$ cat config.mk
export PLATFORM = sky130hd
export DESIGN_NAME = ccdts_sequencer
export DESIGN_NICKNAME = d
export VERILOG_FILES = /design/src/hdl/ccdts_pkg.sv /design/src/hdl/ccdts_shift_if.sv /design/src/hdl/ccdts_row_shifter.sv /design/src/hdl/ccdts_sequencer.sv
export VERILOG_INCLUDE_DIRS = /design/src /design/src/hdl
export SDC_FILE = /design/constraint.sdc
export NUM_CORES = 1
export LEC_CHECK = 0
export ABC_CLOCK_PERIOD_IN_PS = 7700
export BUFFER_PORTS_ARGS = -buffer_cell sky130_fd_sc_hd__buf_2
export CAP_MARGIN = 40
export CORE_MARGIN = 3
export CORE_UTILIZATION = 60
export CTS_CLUSTER_SIZE = 28
export DETAILED_ROUTE_END_ITERATION = 8
export GPL_ROUTABILITY_DRIVEN = 0
export PLACE_DENSITY = 0.93
export SLEW_MARGIN = 25
export SYNTH_ARGS = -nofsm -noshare
export SYNTH_HDL_FRONTEND = slang
export SYNTH_SLANG_ARGS = --single-unit
$ cat constraint.sdc
create_clock -name CLK -period 7.7 [get_ports CLK]
set_input_delay 0.77 -clock CLK [delete_from_list [all_inputs] [get_ports CLK]]
set_output_delay 0.77 -clock CLK [all_outputs]
set_load 0.03 [all_outputs]
$ cat src/hdl/ccdts_cfg.svh
// ccdts_cfg.svh: constants and timing counts of the acquisition timing sequencer
// assumes a 50 MHz system clock; included by bare name
// Behaviour
// [RQ1] free run: open shutter right after readout
// [RQ2] free run ignores the trigger input
// [RQ3] sync output selects readout-idle or shutter-open
// [RQ4] readout-idle high except while reading out
// [RQ5] shutter-open high from activation until closed
// [RQ6] triggered modes start on selected edge polarity
// [RQ7] normal shutter: trigger, expose, close, read
// [RQ8] equipment leads signal by shutter open time
// [RQ9] early open: open when ready, trigger starts exposure
// [RQ10] early open: reopen after readout, await trigger
// [RQ11] trigger active at readout end may retrigger
// [RQ12] normal clean after enable, before acquisition
// [RQ13] continuous cleans from start until trigger
// [RQ14] trigger finishes current row shift, then collects
// [RQ15] trigger during row shift held pending
// [RQ16] latency about one vertical shift period
// [RQ17] early open keeps shutter open while cleaning
// [RQ18] continuous cleans reuse normal clean parameters
// [RQ19] hardware paced: one start, all frames
// [RQ20] host paced: host stops, restarts after processing
// [RQ21] host paced: no new frame before restart
// [RQ22] early open only in triggered modes
// [RQ23] shutter disable holds shutter open or closed
// [RQ24] no shutter: compensation interval zero
// [RQ25] exposure counter loaded at shutter opening (loaded on entering EXPOSE, so at the trigger with early open)
`ifndef CCDTS_CFG_SVH
`define CCDTS_CFG_SVH

`define CCDTS_CLK_HZ        50000000
`define CCDTS_CNT_W         32
`define CCDTS_ROWS_W        16

// timing mode codes
`define CCDTS_MODE_FREE     2'h0
`define CCDTS_MODE_SYNC     2'h1
`define CCDTS_MODE_SYNC_CC  2'h2

// shutter option codes
`define CCDTS_SHUT_NORMAL   2'h0
`define CCDTS_SHUT_EARLY    2'h1
`define CCDTS_SHUT_DIS_OPEN 2'h2
`define CCDTS_SHUT_DIS_SHUT 2'h3

// default row shift time in ns and its cycle count (rounded down, 50 cycles at 50 MHz)
`define CCDTS_ROW_SHIFT_NS  1000
`define CCDTS_ROW_SHIFT_CYC ((`CCDTS_ROW_SHIFT_NS * (`CCDTS_CLK_HZ / 1000000)) / 1000)

`endif

$ cat src/hdl/ccdts_pkg.sv
// ccdts_pkg.sv: types of the acquisition timing sequencer
// assumes ccdts_cfg.svh holds the numeric constants
package ccdts_pkg;

  typedef enum logic [3:0] {
    IDLE,
    CLEAN,
    READY,
    CONT_CLEAN,
    EXPOSE,
    COMPENSATE,
    READOUT,
    HOLD
  } ccdts_state_e;

endpackage

$ cat src/hdl/ccdts_shift_if.sv
// ccdts_shift_if.sv: row shift request and completion between sequencer and shifter
// assumes one clock domain
`timescale 1ns/1ps
`default_nettype none
interface ccdts_shift_if;
  logic        start;
  logic [15:0] rows;
  logic        busy;
  logic        row_done;
  logic        done;
  logic        halt;
  modport seq (output start, output rows, output halt, input busy, input row_done, input done);
  modport shf (input start, input rows, input halt, output busy, output row_done, output done);
endinterface
`default_nettype wire

$ cat src/hdl/ccdts_row_shifter.sv
// ccdts_row_shifter.sv: counts a burst of vertical row shifts of fixed period
// assumes start is a one-cycle pulse taken only while idle
`timescale 1ns/1ps
`default_nettype none
`include "ccdts_cfg.svh"
module ccdts_row_shifter #(
  parameter int unsigned SHIFT_CYC = `CCDTS_ROW_SHIFT_CYC
) (
  input  wire logic     clk,
  input  wire logic     rst,
  ccdts_shift_if.shf    sh
);

  logic [15:0] row_q;
  logic [15:0] tick_q;
  logic        busy_q;
  logic        last_tick;

  assign last_tick   = (tick_q == 16'(SHIFT_CYC - 1));
  assign sh.busy     = busy_q;
  assign sh.row_done = busy_q & last_tick;
  assign sh.done     = busy_q & last_tick & (row_q == 16'h0001);

  // each row completes before the next one is considered
  always_ff @(posedge clk or posedge rst)
  begin
    if (rst)
    begin
      busy_q <= 1'b0;
      row_q  <= 16'h0000;
      tick_q <= 16'h0000;
    end
    else if (!busy_q)
    begin
      tick_q <= 16'h0000;
      if (sh.start && sh.rows != 16'h0000)
      begin
        busy_q <= 1'b1;
        row_q  <= sh.rows;
      end
    end
    else if (last_tick)
    begin
      tick_q <= 16'h0000;
      row_q  <= row_q - 16'h0001;
      if (row_q == 16'h0001 || sh.halt)
        busy_q <= 1'b0;
    end
    else
      tick_q <= tick_q + 16'h0001;
  end

endmodule
`default_nettype wire

$ cat src/hdl/ccdts_sequencer.sv
// ccdts_sequencer.sv: acquisition timing sequencer top, clean, expose and readout
// assumes all inputs synchronous to CLK and configuration held steady while acquiring
`timescale 1ns/1ps
`default_nettype none
`include "ccdts_cfg.svh"
module ccdts_sequencer #(
  parameter int unsigned SHIFT_CYC = `CCDTS_ROW_SHIFT_CYC
) (
  input  wire logic                     CLK,
  input  wire logic                     SYS_RST,
  input  wire logic                     ENABLE,
  input  wire logic                     START_ACQ,
  input  wire logic                     STOP_ACQ,
  input  wire logic [1:0]               TIMING_MODE,
  input  wire logic [1:0]               SHUTTER_OPT,
  input  wire logic                     SHUTTER_FITTED,
  input  wire logic                     TRIG_RISING,
  input  wire logic                     HOST_PACED,
  input  wire logic                     SYNC_SEL_SHUTTER,
  input  wire logic                     EXT_TRIG,
  input  wire logic [`CCDTS_CNT_W-1:0]  EXPOSURE_CYC,
  input  wire logic [`CCDTS_CNT_W-1:0]  COMP_CYC,
  input  wire logic [`CCDTS_ROWS_W-1:0] CLEAN_ROWS,
  input  wire logic [`CCDTS_ROWS_W-1:0] READ_ROWS,
  output logic                          SHUTTER_OPEN,
  output logic                          READOUT_IDLE,
  output logic                          SYNC_OUT,
  output logic                          FRAME_DONE,
  output logic                          ACQ_ACTIVE,
  output logic                          READY_FLAG
);

  ccdts_shift_if sh ();

  ccdts_pkg::ccdts_state_e state_q;
  ccdts_pkg::ccdts_state_e state_d;

  // local names of the package states
  localparam ccdts_pkg::ccdts_state_e IDLE       = ccdts_pkg::IDLE;
  localparam ccdts_pkg::ccdts_state_e CLEAN      = ccdts_pkg::CLEAN;
  localparam ccdts_pkg::ccdts_state_e READY      = ccdts_pkg::READY;
  localparam ccdts_pkg::ccdts_state_e CONT_CLEAN = ccdts_pkg::CONT_CLEAN;
  localparam ccdts_pkg::ccdts_state_e EXPOSE     = ccdts_pkg::EXPOSE;
  localparam ccdts_pkg::ccdts_state_e COMPENSATE = ccdts_pkg::COMPENSATE;
  localparam ccdts_pkg::ccdts_state_e READOUT    = ccdts_pkg::READOUT;
  localparam ccdts_pkg::ccdts_state_e HOLD       = ccdts_pkg::HOLD;

  logic [`CCDTS_CNT_W-1:0] cnt_q;
  logic                    trig_q;
  logic                    pend_q;
  logic                    acq_q;
  logic                    cleaned_q;
  logic                    shut_q;
  logic                    idle_q;
  logic                    sync_q;
  logic                    fdone_q;
  logic                    rdy_q;
  logic                    edge_now;
  logic                    trig_act;
  logic                    triggered;
  logic                    early;
  logic                    cnt_zero;
  logic                    shutter_d;
  logic                    start_clean;
  logic                    start_read;
  logic                    cc_mode;
  logic                    halt_clean;

  ccdts_row_shifter #(
    .SHIFT_CYC (SHIFT_CYC)
  ) u_shift (
    .clk (CLK),
    .rst (SYS_RST),
    .sh  (sh.shf)
  );

  // mode decode; code 3 runs as plain triggered
  always_comb
  begin
    triggered = 1'b1;
    cc_mode   = 1'b0;
    case (TIMING_MODE)
      `CCDTS_MODE_FREE:
        triggered = 1'b0;
      `CCDTS_MODE_SYNC_CC:
        cc_mode = 1'b1;
      default:
        triggered = 1'b1;
    endcase
    // early open honoured only in triggered modes
    early = triggered && (SHUTTER_OPT == `CCDTS_SHUT_EARLY); // [RQ22]
  end

  // active level and edge follow the selected polarity
  always_comb
  begin
    if (TRIG_RISING)
    begin
      trig_act = EXT_TRIG;
      edge_now = EXT_TRIG & ~trig_q; // [RQ6]
    end
    else
    begin
      trig_act = ~EXT_TRIG;
      edge_now = ~EXT_TRIG & trig_q; // [RQ6]
    end
  end

  assign cnt_zero  = (cnt_q == '0);

  // trigger history register
  always_ff @(posedge CLK or posedge SYS_RST)
  begin
    if (SYS_RST)
      trig_q <= 1'b0;
    else
      trig_q <= EXT_TRIG;
  end

  // acquisition run flag: start sets, stop clears, start wins
  always_ff @(posedge CLK or posedge SYS_RST)
  begin
    if (SYS_RST)
      acq_q <= 1'b0;
    else if (!ENABLE)
      acq_q <= 1'b0;
    else if (START_ACQ)
      acq_q <= 1'b1;
    else if (STOP_ACQ)
      acq_q <= 1'b0; // [RQ20]
  end

  // pending trigger; in free run nothing is latched; clear wins over set
  always_ff @(posedge CLK or posedge SYS_RST)
  begin
    if (SYS_RST)
      pend_q <= 1'b0;
    else if (!triggered || !acq_q)
      pend_q <= 1'b0; // [RQ2]
    else if (edge_now && (state_q == READY || state_q == CONT_CLEAN) && state_d != EXPOSE)
      pend_q <= 1'b1; // [RQ15]
    else if (state_q == READOUT && sh.done && trig_act)
      pend_q <= 1'b1; // [RQ11]
    else if (state_d == EXPOSE)
      pend_q <= 1'b0;
  end

  // normal clean after enable is remembered until disable
  always_ff @(posedge CLK or posedge SYS_RST)
  begin
    if (SYS_RST)
      cleaned_q <= 1'b0;
    else if (!ENABLE)
      cleaned_q <= 1'b0;
    else if (state_q == CLEAN && sh.done)
      cleaned_q <= 1'b1; // [RQ12]
  end

  // next state
  always_comb
  begin
    state_d = state_q;
    case (state_q)
      IDLE:
      begin
        if (ENABLE && !cleaned_q)
          state_d = CLEAN; // [RQ12]
        else if (ENABLE && acq_q)
          state_d = cc_mode ? CONT_CLEAN : READY;
      end
      CLEAN:
      begin
        if (sh.done)
          state_d = IDLE;
      end
      READY:
      begin
        if (!acq_q)
          state_d = IDLE;
        else if (!triggered)
          state_d = EXPOSE; // [RQ1]
        else if (pend_q || edge_now)
          state_d = EXPOSE; // [RQ7]
      end
      CONT_CLEAN:
      begin
        // stop only at a row boundary or with no shift running
        if ((pend_q || edge_now) && (!sh.busy || sh.row_done))
          state_d = EXPOSE; // [RQ14] [RQ16]
        else if (!acq_q && !sh.busy)
          state_d = IDLE; // [RQ13]
      end
      EXPOSE:
      begin
        if (cnt_zero)
          state_d = COMPENSATE;
      end
      COMPENSATE:
      begin
        if (cnt_zero)
          state_d = READOUT;
      end
      READOUT:
      begin
        if (sh.done)
          state_d = HOLD;
      end
      HOLD:
      begin
        if (!ENABLE)
          state_d = IDLE;
        else if (HOST_PACED)
          state_d = acq_q ? HOLD : IDLE; // [RQ21]
        else if (!acq_q)
          state_d = IDLE;
        else
          state_d = cc_mode ? CONT_CLEAN : READY; // [RQ19]
      end
      default:
        state_d = IDLE;
    endcase
    // a frame in flight finishes before disable takes hold
    if (!ENABLE && state_q != EXPOSE && state_q != COMPENSATE && state_q != READOUT)
      state_d = IDLE;
  end

  // state register
  always_ff @(posedge CLK or posedge SYS_RST)
  begin
    if (SYS_RST)
      state_q <= IDLE;
    else
      state_q <= state_d;
  end

  // host-paced hold waits for stop then a fresh start
  // handled by HOLD returning to IDLE only after stop clears the run flag

  // shift requests; continuous cleans use the normal clean row count
  always_comb
  begin
    start_clean = 1'b0;
    start_read  = 1'b0;
    halt_clean  = 1'b0;
    case (state_q)
      IDLE:
        start_clean = (state_d == CLEAN);
      CONT_CLEAN:
      begin
        start_clean = !sh.busy && acq_q && (state_d == CONT_CLEAN); // [RQ13] [RQ18]
        // a burst cut at a row boundary must not run into the exposure
        halt_clean  = (state_d == EXPOSE); // [RQ14]
      end
      COMPENSATE:
        start_read = cnt_zero;
      default:
        start_clean = 1'b0;
    endcase
  end

  assign sh.start = start_clean | start_read;
  assign sh.rows  = start_read ? READ_ROWS : CLEAN_ROWS; // [RQ18]
  assign sh.halt  = halt_clean;

  // exposure and compensation counter
  always_ff @(posedge CLK or posedge SYS_RST)
  begin
    if (SYS_RST)
      cnt_q <= '0;
    else if (state_d == EXPOSE && state_q != EXPOSE)
      cnt_q <= EXPOSURE_CYC; // [RQ25]
    else if (state_q == EXPOSE && cnt_zero)
      cnt_q <= SHUTTER_FITTED ? COMP_CYC : '0; // [RQ24]
    else if (!cnt_zero)
      cnt_q <= cnt_q - 1'b1;
  end

  // shutter drive
  always_comb
  begin
    shutter_d = 1'b0;
    case (state_d)
      EXPOSE:
        shutter_d = 1'b1; // [RQ7]
      READY, CONT_CLEAN:
        shutter_d = early; // [RQ9] [RQ10] [RQ17]
      default:
        shutter_d = 1'b0;
    endcase
    if (SHUTTER_OPT == `CCDTS_SHUT_DIS_OPEN)
      shutter_d = 1'b1; // [RQ23]
    else if (SHUTTER_OPT == `CCDTS_SHUT_DIS_SHUT)
      shutter_d = 1'b0; // [RQ23]
  end

  always_ff @(posedge CLK or posedge SYS_RST)
  begin
    if (SYS_RST)
      shut_q <= 1'b0;
    else
      shut_q <= shutter_d; // [RQ5]
  end

  // readout idle and selectable sync output
  always_ff @(posedge CLK or posedge SYS_RST)
  begin
    if (SYS_RST)
    begin
      idle_q <= 1'b1;
      sync_q <= 1'b1;
    end
    else
    begin
      idle_q <= (state_d != READOUT); // [RQ4]
      sync_q <= SYNC_SEL_SHUTTER ? shutter_d : (state_d != READOUT); // [RQ3]
    end
  end

  // status flags
  always_ff @(posedge CLK or posedge SYS_RST)
  begin
    if (SYS_RST)
    begin
      fdone_q <= 1'b0;
      rdy_q   <= 1'b0;
    end
    else
    begin
      fdone_q <= (state_q == READOUT) && sh.done;
      rdy_q   <= (state_d == READY) || (state_d == CONT_CLEAN);
    end
  end

  assign SHUTTER_OPEN = shut_q;
  assign READOUT_IDLE = idle_q;
  assign SYNC_OUT     = sync_q;
  assign FRAME_DONE   = fdone_q;
  assign ACQ_ACTIVE   = acq_q;
  assign READY_FLAG   = rdy_q;

endmodule
`default_nettype wire

**Word-level counts from Yosys, hierarchy flattened**

Cells that the tools add are included.

- Bits in registers: 78
- Input bits: 110
- Output and inout port bits: 6
- Word-level logic and storage cells: 138

- Add/sub/neg operators: 3
- Equal/unequal tests: 26
- Mux-type cells: 52
- Bitwise gates (word level): 7
- Reduce and logical (&&, ||, !) cells: 36

Operators by type and width:

| operator | count |
|---|---|
| 32-bit two-way mux | 4 |
| 16-bit two-way mux | 6 |
| 4-bit two-way mux | 12 |
| 32-bit logical NOT | 1 |
| 4-bit one-hot mux with 8 select lines | 1 |
| 32-bit by 1-bit subtractor with 32-bit output (second input constant) | 1 |
| 1-bit two-way mux | 23 |
| 4-bit by 3-bit == test with 1-bit output (second input constant) | 5 |
| 4-bit by 3-bit != test with 1-bit output (second input constant) | 5 |
| 1-bit logical AND | 18 |
| 16-bit by 1-bit adder with 16-bit output (second input constant) | 1 |
| 16-bit by 1-bit == test with 1-bit output (second input constant) | 1 |
| 16-bit by 6-bit == test with 1-bit output (second input constant) | 1 |
| 4-bit by 2-bit == test with 1-bit output (second input constant) | 4 |
| 16-bit nonzero test | 1 |
| 16-bit by 1-bit subtractor with 16-bit output (second input constant) | 1 |
| 3-bit two-way mux | 3 |
| 4-bit by 1-bit == test with 1-bit output (second input constant) | 2 |
| 2-bit == test (second input constant) | 3 |
| 1-bit logical OR | 6 |
| 3-bit by 1-bit != test with 1-bit output (second input constant) | 2 |
| 1-bit bitwise AND | 4 |
| 1-bit logical NOT | 4 |
| 4-bit logical NOT | 1 |
| 12 further kinds | 14 |

**Logic depth before layout (Yosys ltp)**

Gate-level depths: netlist of run 1.

- Depth in word-level cells: 16
- Depth in mapped cells: 14
- Depth with buffers taken out: 10

**By module**

Synthesis of run 1 repeated with hierarchy kept, for this count alone.

- Cell total of the unflattened synthesis: 613
- Area, all modules: 5,506.5 um2

By module, submodules not included:

| module | instances | cells each | area each (um2) | sequential area each (um2) |
|---|---|---|---|---|
| ccdts_sequencer | 1 | 384 | 3,435.8 | 1,128.6 |
| ccdts_row_shifter | 1 | 229 | 2,070.7 | 825.8 |

**Worst setup path after synthesis of run 1**

OpenSTA, ideal clock, no wires.

- Path kind: register to register
- Start point: reg cnt_q[22]
- End point: reg sync_q (netlist: SYNC_OUT)
- Setup time: 82 ps
- Arrival time: 2,767 ps
- Data required time: 7,618 ps
- Slack: 4,851 ps
- Stages on the path, launching flop included: 11
- Path buffers: 2
- Period minus slack after synthesis: 2,849 ps
- Path through: dfrtp_1 or4_4 nor4_4 nand3_1 or3_1 buf_4 and3_4 buf_6 and3_4 o31a_1 mux2_2

- Longest elaborated chain between the ends: 10
- Elaborated cells on any way between the ends: 14
- Classes of those cells: 4 x eq/ne; 8 x mux; 2 x reduce/logical

RTL lines:

| item | RTL line | RTL |
|---|---|---|
| from (decl) | ccdts_sequencer.sv:48 | `` logic [`CCDTS_CNT_W-1:0] cnt_q; `` |
| from (signal assigned) | ccdts_sequencer.sv:273 | `cnt_q <= SHUTTER_FITTED ? COMP_CYC : '0;` |
| from (signal assigned) | ccdts_sequencer.sv:275 | `cnt_q <= cnt_q - 1'b1;` |
| 32-bit logical NOT * | ccdts_sequencer.sv:109 | `assign cnt_zero = (cnt_q == '0);` |
| 4-bit two-way mux, on equally long branches | ccdts_sequencer.sv:200, ccdts_sequencer.sv:195 |  |
| 4-bit one-hot mux with 8 select lines * | ccdts_sequencer.sv:163 | `case (state_q)` |
| 4-bit two-way mux * | ccdts_sequencer.sv:223 | `if (!ENABLE && state_q != EXPOSE && state_q != COMPENSATE && state_q != READOUT)` |
| 4-bit by 2-bit == test with 1-bit output | ccdts_sequencer.sv:282 | `case (state_d)` |
| 2-bit OR reduction | ccdts_sequencer.sv:282 |  |
| 1-bit one-hot mux with 2 select lines * | ccdts_sequencer.sv:282 |  |
| 1-bit two-way mux * | ccdts_sequencer.sv:292 | `` else if (SHUTTER_OPT == `CCDTS_SHUT_DIS_SHUT) `` |
| 1-bit two-way mux * | ccdts_sequencer.sv:290 | `` if (SHUTTER_OPT == `CCDTS_SHUT_DIS_OPEN) `` |
| net shutter_d | ccdts_sequencer.sv:63 | `logic shutter_d;` |
| 1-bit two-way mux * | ccdts_sequencer.sv:315 | `sync_q <= SYNC_SEL_SHUTTER ? shutter_d : (state_d != READOUT);` |
| to (signal assigned) | ccdts_sequencer.sv:315 |  |
| to (decl) | ccdts_sequencer.sv:55 | `logic sync_q;` |

The timed path passes the listed nets; every way through them passes the cells marked *.
A chain may end at the register's enable or synchronous reset.

**Final worst setup path of run 1**

- Start point: reg cnt_q[3]
- End point: reg u_shift.row_q[14]

- Longest elaborated chain between the ends: 11
- Elaborated cells on any way between the ends: 18
- Classes of those cells: 2 x eq/ne; 9 x mux; 1 x bitwise; 6 x reduce/logical

RTL lines:

| item | RTL line | RTL |
|---|---|---|
| 32-bit logical NOT * | ccdts_sequencer.sv:109 |  |
| 4-bit two-way mux, on equally long branches | ccdts_sequencer.sv:200, ccdts_sequencer.sv:195 |  |
| 4-bit one-hot mux with 8 select lines | ccdts_sequencer.sv:163 |  |
| 4-bit two-way mux | ccdts_sequencer.sv:223 |  |
| 4-bit by 2-bit == test with 1-bit output | ccdts_sequencer.sv:250 | `start_clean = !sh.busy && acq_q && (state_d == CONT_CLEAN);` |
| 1-bit logical AND | ccdts_sequencer.sv:250 |  |
| 1-bit one-hot mux with 2 select lines | ccdts_sequencer.sv:245 | `case (state_q)` |
| 1-bit bitwise OR | ccdts_sequencer.sv:261 | `assign sh.start = start_clean \| start_read;` |
| 1-bit logical AND | ccdts_row_shifter.sv:36 | `if (sh.start && sh.rows != 16'h0000)` |
| 2-bit nonzero test (no source line) | -- |  |
| 2-bit AND reduction (no source line) | -- |  |
| to (signal assigned) | ccdts_row_shifter.sv:39 | `row_q <= sh.rows;` |
| to (signal assigned) | ccdts_row_shifter.sv:45 | `row_q <= row_q - 16'h0001;` |
| to (decl) | ccdts_row_shifter.sv:14 | `logic [15:0] row_q;` |

Mark *: on every way between the ends. The rest lies on a longest branch, timed or not. The select of a mux whose other input is x is not followed.

==> metrics.txt, run 1 <==
setup TNS 0 ns; Buffers on Ports between 100 and 150; row count 33; Initial Util 0.638; P&R area growth vs syn 16.8%; cell taking the most area after synthesis dfrtp_1; PD cells about 220 nW/um^2; Hold/Removal Path Class primary input to async pin; critical-path cell list nor4_2 -> and4b_1 -> nand3_1 -> nor3_1 -> nor3_4 -> o21ai_4 -> and2_0 -> o21ai_0; Hold Fails Final Rpt 0; main combinational cell family by area after synthesis simple AND/OR/NAND/NOR gates; TritonCTS Buffers 9; pin count of the biggest net entering global routing 50; Cell variety after synth 70; asr flop ratio synth 1.00; Synth Instances between 600 and 700; GRT Util Overall 0.311; Max-slew headroom 0.484; clk sinks 78; main flop type after synthesis dfrtp_1; Compound-Gate Fraction of Synth Area 0.135; CTS Hold Buffers Added 0; Pre-antenna DRT Iters 7; RSZ-0062 raised after global routing no; Critical R2R Capture u_shift.row_q[14]$_DFFE_PP0P_; Worst-Skew Late Latency approximately 0.37 ns; Yosys warnings 0; Via Count ~5.3k; dpl ws 3.80 ns; Seq/Total Area, Yosys 0.362; CP Max Fanout 18; Post-synth EDFFs 0; WL/cell roughly 19 um; Seq cells post-synth around 80; R2R Setup Slk ~3.9 ns; DRT antenna net count 0; final worst slack between 3 and 4 ns; worst-case clock buffer depth 2; Critical Path RT approximately 7.9 ns; final setup vio count 0; HPWL after DPL ~11 mm; Setup CP Type flop to flop; Detailed Route Iter0 Violations around 540; fmax ~260 MHz; Simple-Gate Fraction of Synth Area 0.273; critical path launch point type flop; Synth Area in Adders 0.0116; layout cells sized above 1 0.240; Peak supply drop around 130 uV; status complete, no violations; synthesized net count 726; CTS tree yes; Setup crit end kind flop; final hold slack 0.474 ns; leakage slightly above 3 nW; Final period util 0.498; total grt overflow 0; pins over their slew limit 0; vias per inst approximately 6.4; Tmin final about 3.8 ns; DR DRC count 0; Critical Path Max Stage Delay roughly 0.64 ns; Top-Level Pins approximately 120; Antenna Cells 0; die width just over 100 um; final core utilization 0.745; Max-Cap Viols 0; root buf cell clkbuf_8; Crit Reg-Reg Startpoint cnt_q[3]$_DFFE_PP0P_; number of post-CTS setup repair buffers 0; core area 8460 um^2; mux contribution to synthesized area 0.101; initial antenna violation count 0; post-synth top area share 0.352; CP max-delay cell nor3_1; die area just over 10,000 um^2; first-pass GRT wire length between 20 and 25 mm; final clock skew a little over 0.008 ns; final wirelength ~16 mm; Final nets 834; path depth of the worst reg2reg path 8; Synth area leaders dfrtp_1 35%, mux2i_1 8.0%, nor2_1 6.0%; vias in the first global route about 5.3k; most frequent cells in the layout 116 x buf_2, 87 x nor2_1, 76 x dfrtp_1; Post-Synth XOR/XNOR Area 0.0795; CTS resizes 0; CTS clock-pin slew for the worst setup and hold paths 0.09 ns; Netlist Area Pre-Place 5400 um^2; crit path DAT slightly above 4 ns; most common cell after layout, fill and taps aside buf_2; DIE HEIGHT slightly above 100 um; Slew @ Worst Pin 0.772 ns; H-Tree Depth 3; Avg Cell Area, Syn about 8.8 um^2
layout make-up:
type,count,area (um^2)
Multi-Input combinational cell,492,3250
Fill cell,547,2160
Clock buffer,9,124
Tap cell,105,131
Clock inverter,7,120
Sequential cell,78,1950
Inverter,13,48.8
Timing Repair Buffer,125,683
cell families after synthesis:
group	after synthesis
AOI/OAI and AO/OA	107
adders and majority gates	5
and+or+nand+nor	277
muxes	53
other	1
buffers and inverters	41
xor gates and xnor gates	49
DFF	78
worst max-delay path, delay by kind of cell, from the launching register on:
family	cells	cell delay, ns
simple gates	6	2.53
compound gates	2	0.69
flops	1	0.46
synthesized netlist by cell type, types with 12 or more instances:
library cell  count
clkbuf_1         17
o21ai_0          17
nor4_1           22
xor2_1           18
nor2_1           87
inv_1            12
nand3_1          18
dfrtp_1          76
nor3_1           19
mux2i_1          43
a21oi_1          46
nand2_1          50
xnor2_1          31
state kept, by name, indices dropped and copies added (netlist names):
| name | count |
|---|---|
| ACQ_ACTIVE | 1 |
| FRAME_DONE | 1 |
| READOUT_IDLE | 1 |
| READY_FLAG | 1 |
| SHUTTER_OPEN | 1 |
| SYNC_OUT | 1 |
| cleaned_q | 1 |
| cnt_q | 32 |
| pend_q | 1 |
| state_q | 4 |
| trig_q | 1 |
| u_shift.row_q | 16 |
| u_shift.sh.busy | 1 |
| u_shift.tick_q | 16 |
how the worst max path moves through the flow:
stage                     cells past startpoint  slack [ns]                             to                          from
after floorplan                              10        4.85             SYNC_OUT$_DFF_PP1_         cnt_q[22]$_DFFE_PP0P_
after global placement                        8        3.90           cnt_q[1]$_DFFE_PP0P_          cnt_q[3]$_DFFE_PP0P_
after detailed placement                      9        3.80          cnt_q[31]$_DFFE_PP0P_          cnt_q[3]$_DFFE_PP0P_
after CTS                                     9        3.77          cnt_q[31]$_DFFE_PP0P_          cnt_q[3]$_DFFE_PP0P_
after global routing                          9        3.47           cnt_q[0]$_DFFE_PP0P_  u_shift.tick_q[12]$_DFF_PP0_
final                                         8        3.87  u_shift.row_q[14]$_DFFE_PP0P_          cnt_q[3]$_DFFE_PP0P_
routing by layer:
layer,share of wire,GRT usage,vias to the layer above
li1,-,-,2439
met1,0.37,0.375,2501
met2,0.49,0.509,305
met3,0.093,0.0858,71
met4,0.045,0.156,0
met5,0,0,-
power breakdown:
group	internal (W)	switching [W]	total, W
logic	0.000187	0.000225	0.000412
registers	0.000487	0.000104	0.000590
clock network	0.000217	0.000165	0.000382
metrics by stage:
stage	cell area, um^2	power [W]	cells
after floorplan	5400	0.000864	611
after global placement	5980	0.000954	806
after detailed placement	6030	0.000992	810
after CTS	6270	0.00138	826
after global routing	6310	0.00147	829
final	6310	0.00138	829
Power figures use the tool's default switching activity.
==> run 2: changes to the inputs <==
ABC_CLOCK_PERIOD_IN_PS = 3200   (was 7700)
CORE_UTILIZATION = 50   (was 60)
PLACE_DENSITY = 0.83   (was 0.93)
clock period = 3.2 ns   (was 7.7 ns; I/O delays follow)
==> run 2 against run 1 <==
Die area rose by 19%; global-route usage fell by 6.3 points; largest cell class unchanged; first-iteration DRC count fell by 19%; sequential share of layout area fell by 0.51 points; routed wire length fell by 4.5%; total power rose by 130%; hold slack got worse by 0.37 ns; register-to-register slack got worse by 3.7 ns; flip-flop and latch count did not move; maximum frequency rose by 26%; sequential power rose by 140%.
==> metrics.txt, run 2 (synthesis gave the netlist of run 1 again) <==
final clock skew around 0.013 ns; Via Count around 5.2k; CTS tree yes; clk sinks between 70 and 80; pins over their slew limit 0; P&R area growth vs syn 18.8%; Pre-antenna DRT Iters 5; DIE HEIGHT between 100 and 150 um; Largest regs cnt_q (32), u_shift.row_q (16), u_shift.tick_q (16); Post-Place Cell Area 6190 um^2; total power between 0.003 and 0.004 W; Final nets between 800 and 900; R2R Setup Slk 0.16 ns; CTS Hold Buffers Added 0; H-Tree Depth 3; final setup vio count 0; DRT antenna net count 0; total grt overflow 0; die width roughly 110 um; core area 10,400 um^2; Top reg by flops cnt_q; PD cells approximately 500 nW/um^2; pin count of the biggest net entering global routing 36; Setup crit end kind flop; Setup CP Type flop to flop; Critical Path Max Stage Delay 0.55 ns; Final Cell Area 6410 um^2; most common cell after layout, fill and taps aside buf_2; final wirelength ~15 mm; CP Max Fanout 31; critical path launch point type flop; Slew @ Worst Pin ~0.77 ns; Tmin final 3.04 ns; first-pass GRT wire length around 24 mm; root buf cell clkbuf_8; worst-case clock buffer depth 2; row count 37; setup TNS 0 ns; CP max-delay cell or4_4; Peak supply drop about 270 uV; Hold/Removal Path Class primary input to async pin; Buffers on Ports between 100 and 150; RSZ-0062 raised after global routing no; Worst-Skew Late Latency about 0.36 ns; CTS clock-pin slew for the worst setup and hold paths 0.09 ns; WL/cell approximately 17 um; initial antenna violation count 0; Max-Cap Viols 0; Detailed Route Iter0 Violations 437; Final period util 0.951; layout cells sized above 1 0.255; crit path DAT about 3.3 ns; Hold Fails Final Rpt 0; vias in the first global route 5,080; die area between 10,000 and 15,000 um^2; Fillers 872; Max-slew headroom 0.486; vias per inst between 5 and 6; crit path from u_shift.row_q[11]$_DFFE_PP0P_; number of flip-flops in the largest register 32; dpl ws 0.0721 ns; critical-path cell list or4_4 -> or4_4 -> nor4b_4 -> mux2i_2 -> nor3_4 -> buf_4 -> and3_4 -> nor3_4 -> buf_12 -> mux2i_1; Antenna Cells 0; DR DRC count 0; final core utilization 0.616; Critical Path RT approximately 3.5 ns; Crit Reg-Reg Startpoint u_shift.row_q[11]$_DFFE_PP0P_; HPWL after DPL between 10 and 15 mm; leakage about 3 nW; final worst slack between 0.15 and 0.2 ns; status complete, no violations; Initial Util 0.518; Top-Level Pins 116; TritonCTS Buffers 9; most frequent cells in the layout 115 x buf_2, 87 x nor2_1, 76 x dfrtp_1; fmax 329 MHz; GRT Util Overall 0.247
-- run 2: cell types whose count changed in the layout (fill, tap and decap cells not counted), sizes merged --
cell	before	now
buf	125	138
bufinv	3	2
clkinvlp	1	3
inv	14	12
-- run 2: through the flow --
step / cells / hold WS, ns
after floorplan: 611 / 0.351
after global placement: 856 / 0.464
after detailed placement: 856 / 0.470
after CTS: 871 / 0.106
after global routing: 872 / 0.109
final: 872 / 0.0998
-- run 2: report_power, final --
group / leakage (nW) / internal, W / switching (W)
sequential: 0.982 / 0.00117 / 0.000240
clock: 0.0973 / 0.000433 / 0.000376
combinational: 1.99 / 0.000481 / 0.000524
-- run 2: repair_timing --
action / 4_1_cts / 5_1_grt
endpoints found under the setup margin: 0 / 44
resized for setup: 0 / 2
setup buffers: 0 / 1
-- run 2: final cells by class --
class	instances	area, um^2	area share
clock buffer	9	124	0.0193
sequential	78	1950	0.305
tap	136	170	0.0265
inverter	13	48.8	0.00761
timing repair buffer	138	773	0.121
multi-input combinational	492	3260	0.508
clock inverter	6	87.6	0.0137
-- run 2: path summary, 6_finish.rpt --
check                                               end  depth (start not counted)
hold reg to reg             u_shift.tick_q[0]$_DFF_PP0_                          1
min in group CLK                       trig_q$_DFF_PP0_                          1
setup / recovery                   cnt_q[1]$_DFFE_PP0P_                         10
max in group asynchronous         cnt_q[11]$_DFFE_PP0P_                          3
hold / removal             u_shift.tick_q[14]$_DFF_PP0_                          2
setup reg to reg                   cnt_q[1]$_DFFE_PP0P_                         10
-- run 2: worst max-delay path, delay by kind of cell, from the launching register on --
| family | cells | cell delay [ns] |
|---|---|---|
| mux | 2 | 0.50 |
| buf+inv | 2 | 0.39 |
| simple gates | 6 | 1.66 |
| flops | 1 | 0.43 |
-- run 2: metal layers --
metal | part of all wire | GRT usage | routed length [um]
met1 | 0.41 | 0.309 | 6140
met2 | 0.51 | 0.416 | 7570
met3 | 0.058 | 0.0581 | 864
met4 | 0.020 | 0.0899 | 299
met5 | 0 | 0 | 0
==> run 3: changes to the inputs <==
ABC_AREA = 1   (was default)
PLACE_DENSITY = 0.77   (was 0.83)
==> run 3 against run 2 <==
Synthesized cell count rose by 36%; cell count rose by 24%; core utilization fell by 0.80 points; critical path depth rose by 8; largest power group unchanged; highest routed layer unchanged.
==> metrics.txt, run 3 <==
status complete, no violations; first-pass GRT wire length between 20 and 25 mm; Post-Synth XOR/XNOR Area 0.0516; Max-Cap Viols 0; Buffers on Ports roughly 120; most common cell in the netlist nand2_1; Critical Path Max Stage Delay around 0.40 ns; final core utilization 0.608; Fillers ~1k; met2 wire length approximately 6.2 mm; Setup crit end kind flop; core area 10,500 um^2; CP max-delay cell dfrtp_1; number of flip-flops in the largest register 32; clk sinks roughly 80; Clock Power Share 0.341; layout cells sized above 1 0.177; Yosys warnings 0; Synth area leaders dfrtp_1 35%, nand2_1 16%, nor2_1 10%; die width around 110 um; Initial Util 0.519; leakage between 3 and 4 nW; critical-path cell list inv_1 -> ha_1 -> nand2_2 -> nor2_4 -> nand2_2 -> nor2_4 -> nand2_2 -> inv_2 -> nand2_1 -> nand2_1 -> nor2_1 -> nand2_1 -> nor2_1 -> nand2_1 -> nand3_4 -> nand2_4 -> nand2_1 -> nand2_1; Critical Path RT 3.48 ns; P_sw roughly 0.00065 W; Top reg by flops cnt_q; crit path DAT between 3 and 4 ns; row count 37; Tmin final 2.81 ns; setup TNS 0 ns; Via Count roughly 5.6k; Slew @ Worst Pin approximately 0.6 ns; most frequent CP cell nand2_1; number of post-CTS setup repair buffers 0; Simple-Gate Fraction of Synth Area 0.397; wl on met1 roughly 6.5 mm; vias per inst between 5 and 6; Max-slew headroom 0.590; Post-synth EDFFs 0; RSZ-0062 raised after global routing no; Peak supply drop ~280 uV; post-synth top area share 0.350; Comb pwr share 0.172; Largest regs cnt_q (32), u_shift.row_q (16), u_shift.tick_q (16); mux contribution to synthesized area 0; final wirelength 13.8 mm; Compound-Gate Fraction of Synth Area 0.107; HPWL after DPL around 10 mm; Netlist Area Pre-Place 5430 um^2; vias in the first global route 5,149; DR DRC count 0; asr flop ratio synth 1.00; Setup CP Type flop to flop; Detailed Route Iter0 Violations between 300 and 400; Synth Area in Adders 0.0115; Top-Level Pins approximately 120; Cell variety after synth 39; DRT antenna net count 0; die area 12,100 um^2; Hold Fails Final Rpt 0; switching share of total power 0.287; pins over their slew limit 0; most frequent cells in the layout 231 x nand2_1, 145 x nor2_1, 115 x buf_2; root buf cell clkbuf_8; CTS clock-pin slew for the worst setup and hold paths ~0.09 ns; TritonCTS Buffers 9; CTS tree yes; Pre-antenna DRT Iters 5; H-Tree Depth 3; PD cells 356 nW/um^2; Seq cells post-synth 78; P&R area growth vs syn 17.1%; met3 wire len approximately 950 um; Seq/Total Area, Yosys 0.360; synthesized net count around 950; Worst-Skew Late Latency approximately 0.35 ns; total grt overflow 0; critical path launch point type flop; Int Pwr roughly 0.0016 W; DIE HEIGHT ~110 um; pin count of the biggest net entering global routing 43; Hold/Removal Path Class primary input to flop; worst-case clock buffer depth 2; initial antenna violation count 0; most common cell after layout, fill and taps aside nand2_1; Avg Cell Area, Syn 6.54 um^2; uppermost routed layer met4; final clock skew between 0.01 and 0.015 ns; Final nets approximately 1.1k; Final period util 0.880; GRT Util Overall 0.234; main flop type after synthesis dfrtp_1; final setup vio count 0; sequential share of power 0.486; CP Max Fanout 20; fmax between 300 and 400 MHz; Antenna Cells 0; Synth Instances just over 800; cell taking the most area after synthesis dfrtp_1; main combinational cell family by area after synthesis simple AND/OR/NAND/NOR gates; R2R Setup Slk between 0.3 and 0.4 ns; most frequent cells after synthesis 232 x nand2_1, 146 x nor2_1, 83 x nand3_1; WL/cell roughly 13 um
[run 3: cell types whose count changed in the layout (fill, tap and decap cells not counted), sizes merged, moves of 14 or more]
cell | previous run | this run
nand2 | 50 | 237
a21oi | 46 | 32
buf | 138 | 124
mux2i | 43 | 0
xnor2 | 31 | 15
nand3 | 18 | 86
nor2 | 87 | 154
o21ai | 18 | 66
nor4 | 24 | 2
inv | 12 | 69
[run 3: metal layers]
metal	vias to the layer above	GRT usage
met2	192	0.394
met4	0	0.0633
met3	18	0.0379
li1	2891	-
met1	2476	0.314
met5	-	0
[run 3: path summary, 6_finish.rpt]
kind | from | end | cells past startpoint
min in group asynchronous | SYS_RST | u_shift.tick_q[8]$_DFF_PP0_ | 3
min | EXT_TRIG | trig_q$_DFF_PP0_ | 1
min reg2reg | u_shift.tick_q[15]$_DFF_PP0_ | u_shift.tick_q[15]$_DFF_PP0_ | 1
max | cnt_q[0]$_DFFE_PP0P_ | u_shift.row_q[8]$_DFFE_PP0P_ | 18
max reg2reg | cnt_q[0]$_DFFE_PP0P_ | u_shift.row_q[8]$_DFFE_PP0P_ | 18
max in group asynchronous | SYS_RST | SYNC_OUT$_DFF_PP1_ | 4
[run 3: worst max-delay path, delay by kind of cell, from the launching register on]
family                   cells  cell delay [ns]
adder cells (fa/ha/maj)      1             0.22
flip-flops                   1             0.40
buffers and inverters        2             0.36
AND/OR/NAND/NOR             15             1.74
[run 3: power groups by stage]
| stage | Clock (W) | Sequential, W | Combinational (W) |
|---|---|---|---|
| after floorplan | 0 | 0.00111 | 0.000257 |
| after global placement | 0 | 0.00112 | 0.000382 |
| after detailed placement | 0 | 0.00112 | 0.000384 |
| after CTS | 0.000789 | 0.00110 | 0.000388 |
| after global routing | 0.000822 | 0.00111 | 0.000441 |
| final | 0.000774 | 0.00110 | 0.000390 |
[run 3: layout make-up]
type                       instances  area, um^2  area share
multi-input combinational        659        3090       0.486
sequential                        78        1950       0.307
timing repair buffer             125         678       0.107
inverter                          69         260      0.0409
tap                              136         170      0.0268
clock buffer                      10         138      0.0216
clock inverter                     6        68.8      0.0108
[run 3: kinds of logic after synthesis]
group / after synthesis
simple gates: 510
compound gates: 111
buf+inv: 93
flops: 78
xor+xnor: 32
fa+ha+maj: 5
other cells: 1
[run 3: through the flow]
step	hold slack, ns	area, um^2	setup WS [ns]	cells	power, W
6_report	0.117	6360	0.385	1083	0.00227
5_1_grt	0.117	6360	0.0767	1083	0.00237
4_1_cts	0.0875	6330	0.321	1081	0.00228
3_5_place_dp	0.456	6120	0.349	1065	0.00151
3_3_place_gp	0.447	6120	0.375	1065	0.00150
2_1_floorplan	0.351	5430	0.866	830	0.00137
[run 3: repair_timing]
item	in CTS	in global routing
gates resized for setup	0	1
setup endpoints to repair	0	5
hold buffers	0	1
hold endpoints to repair	0	3
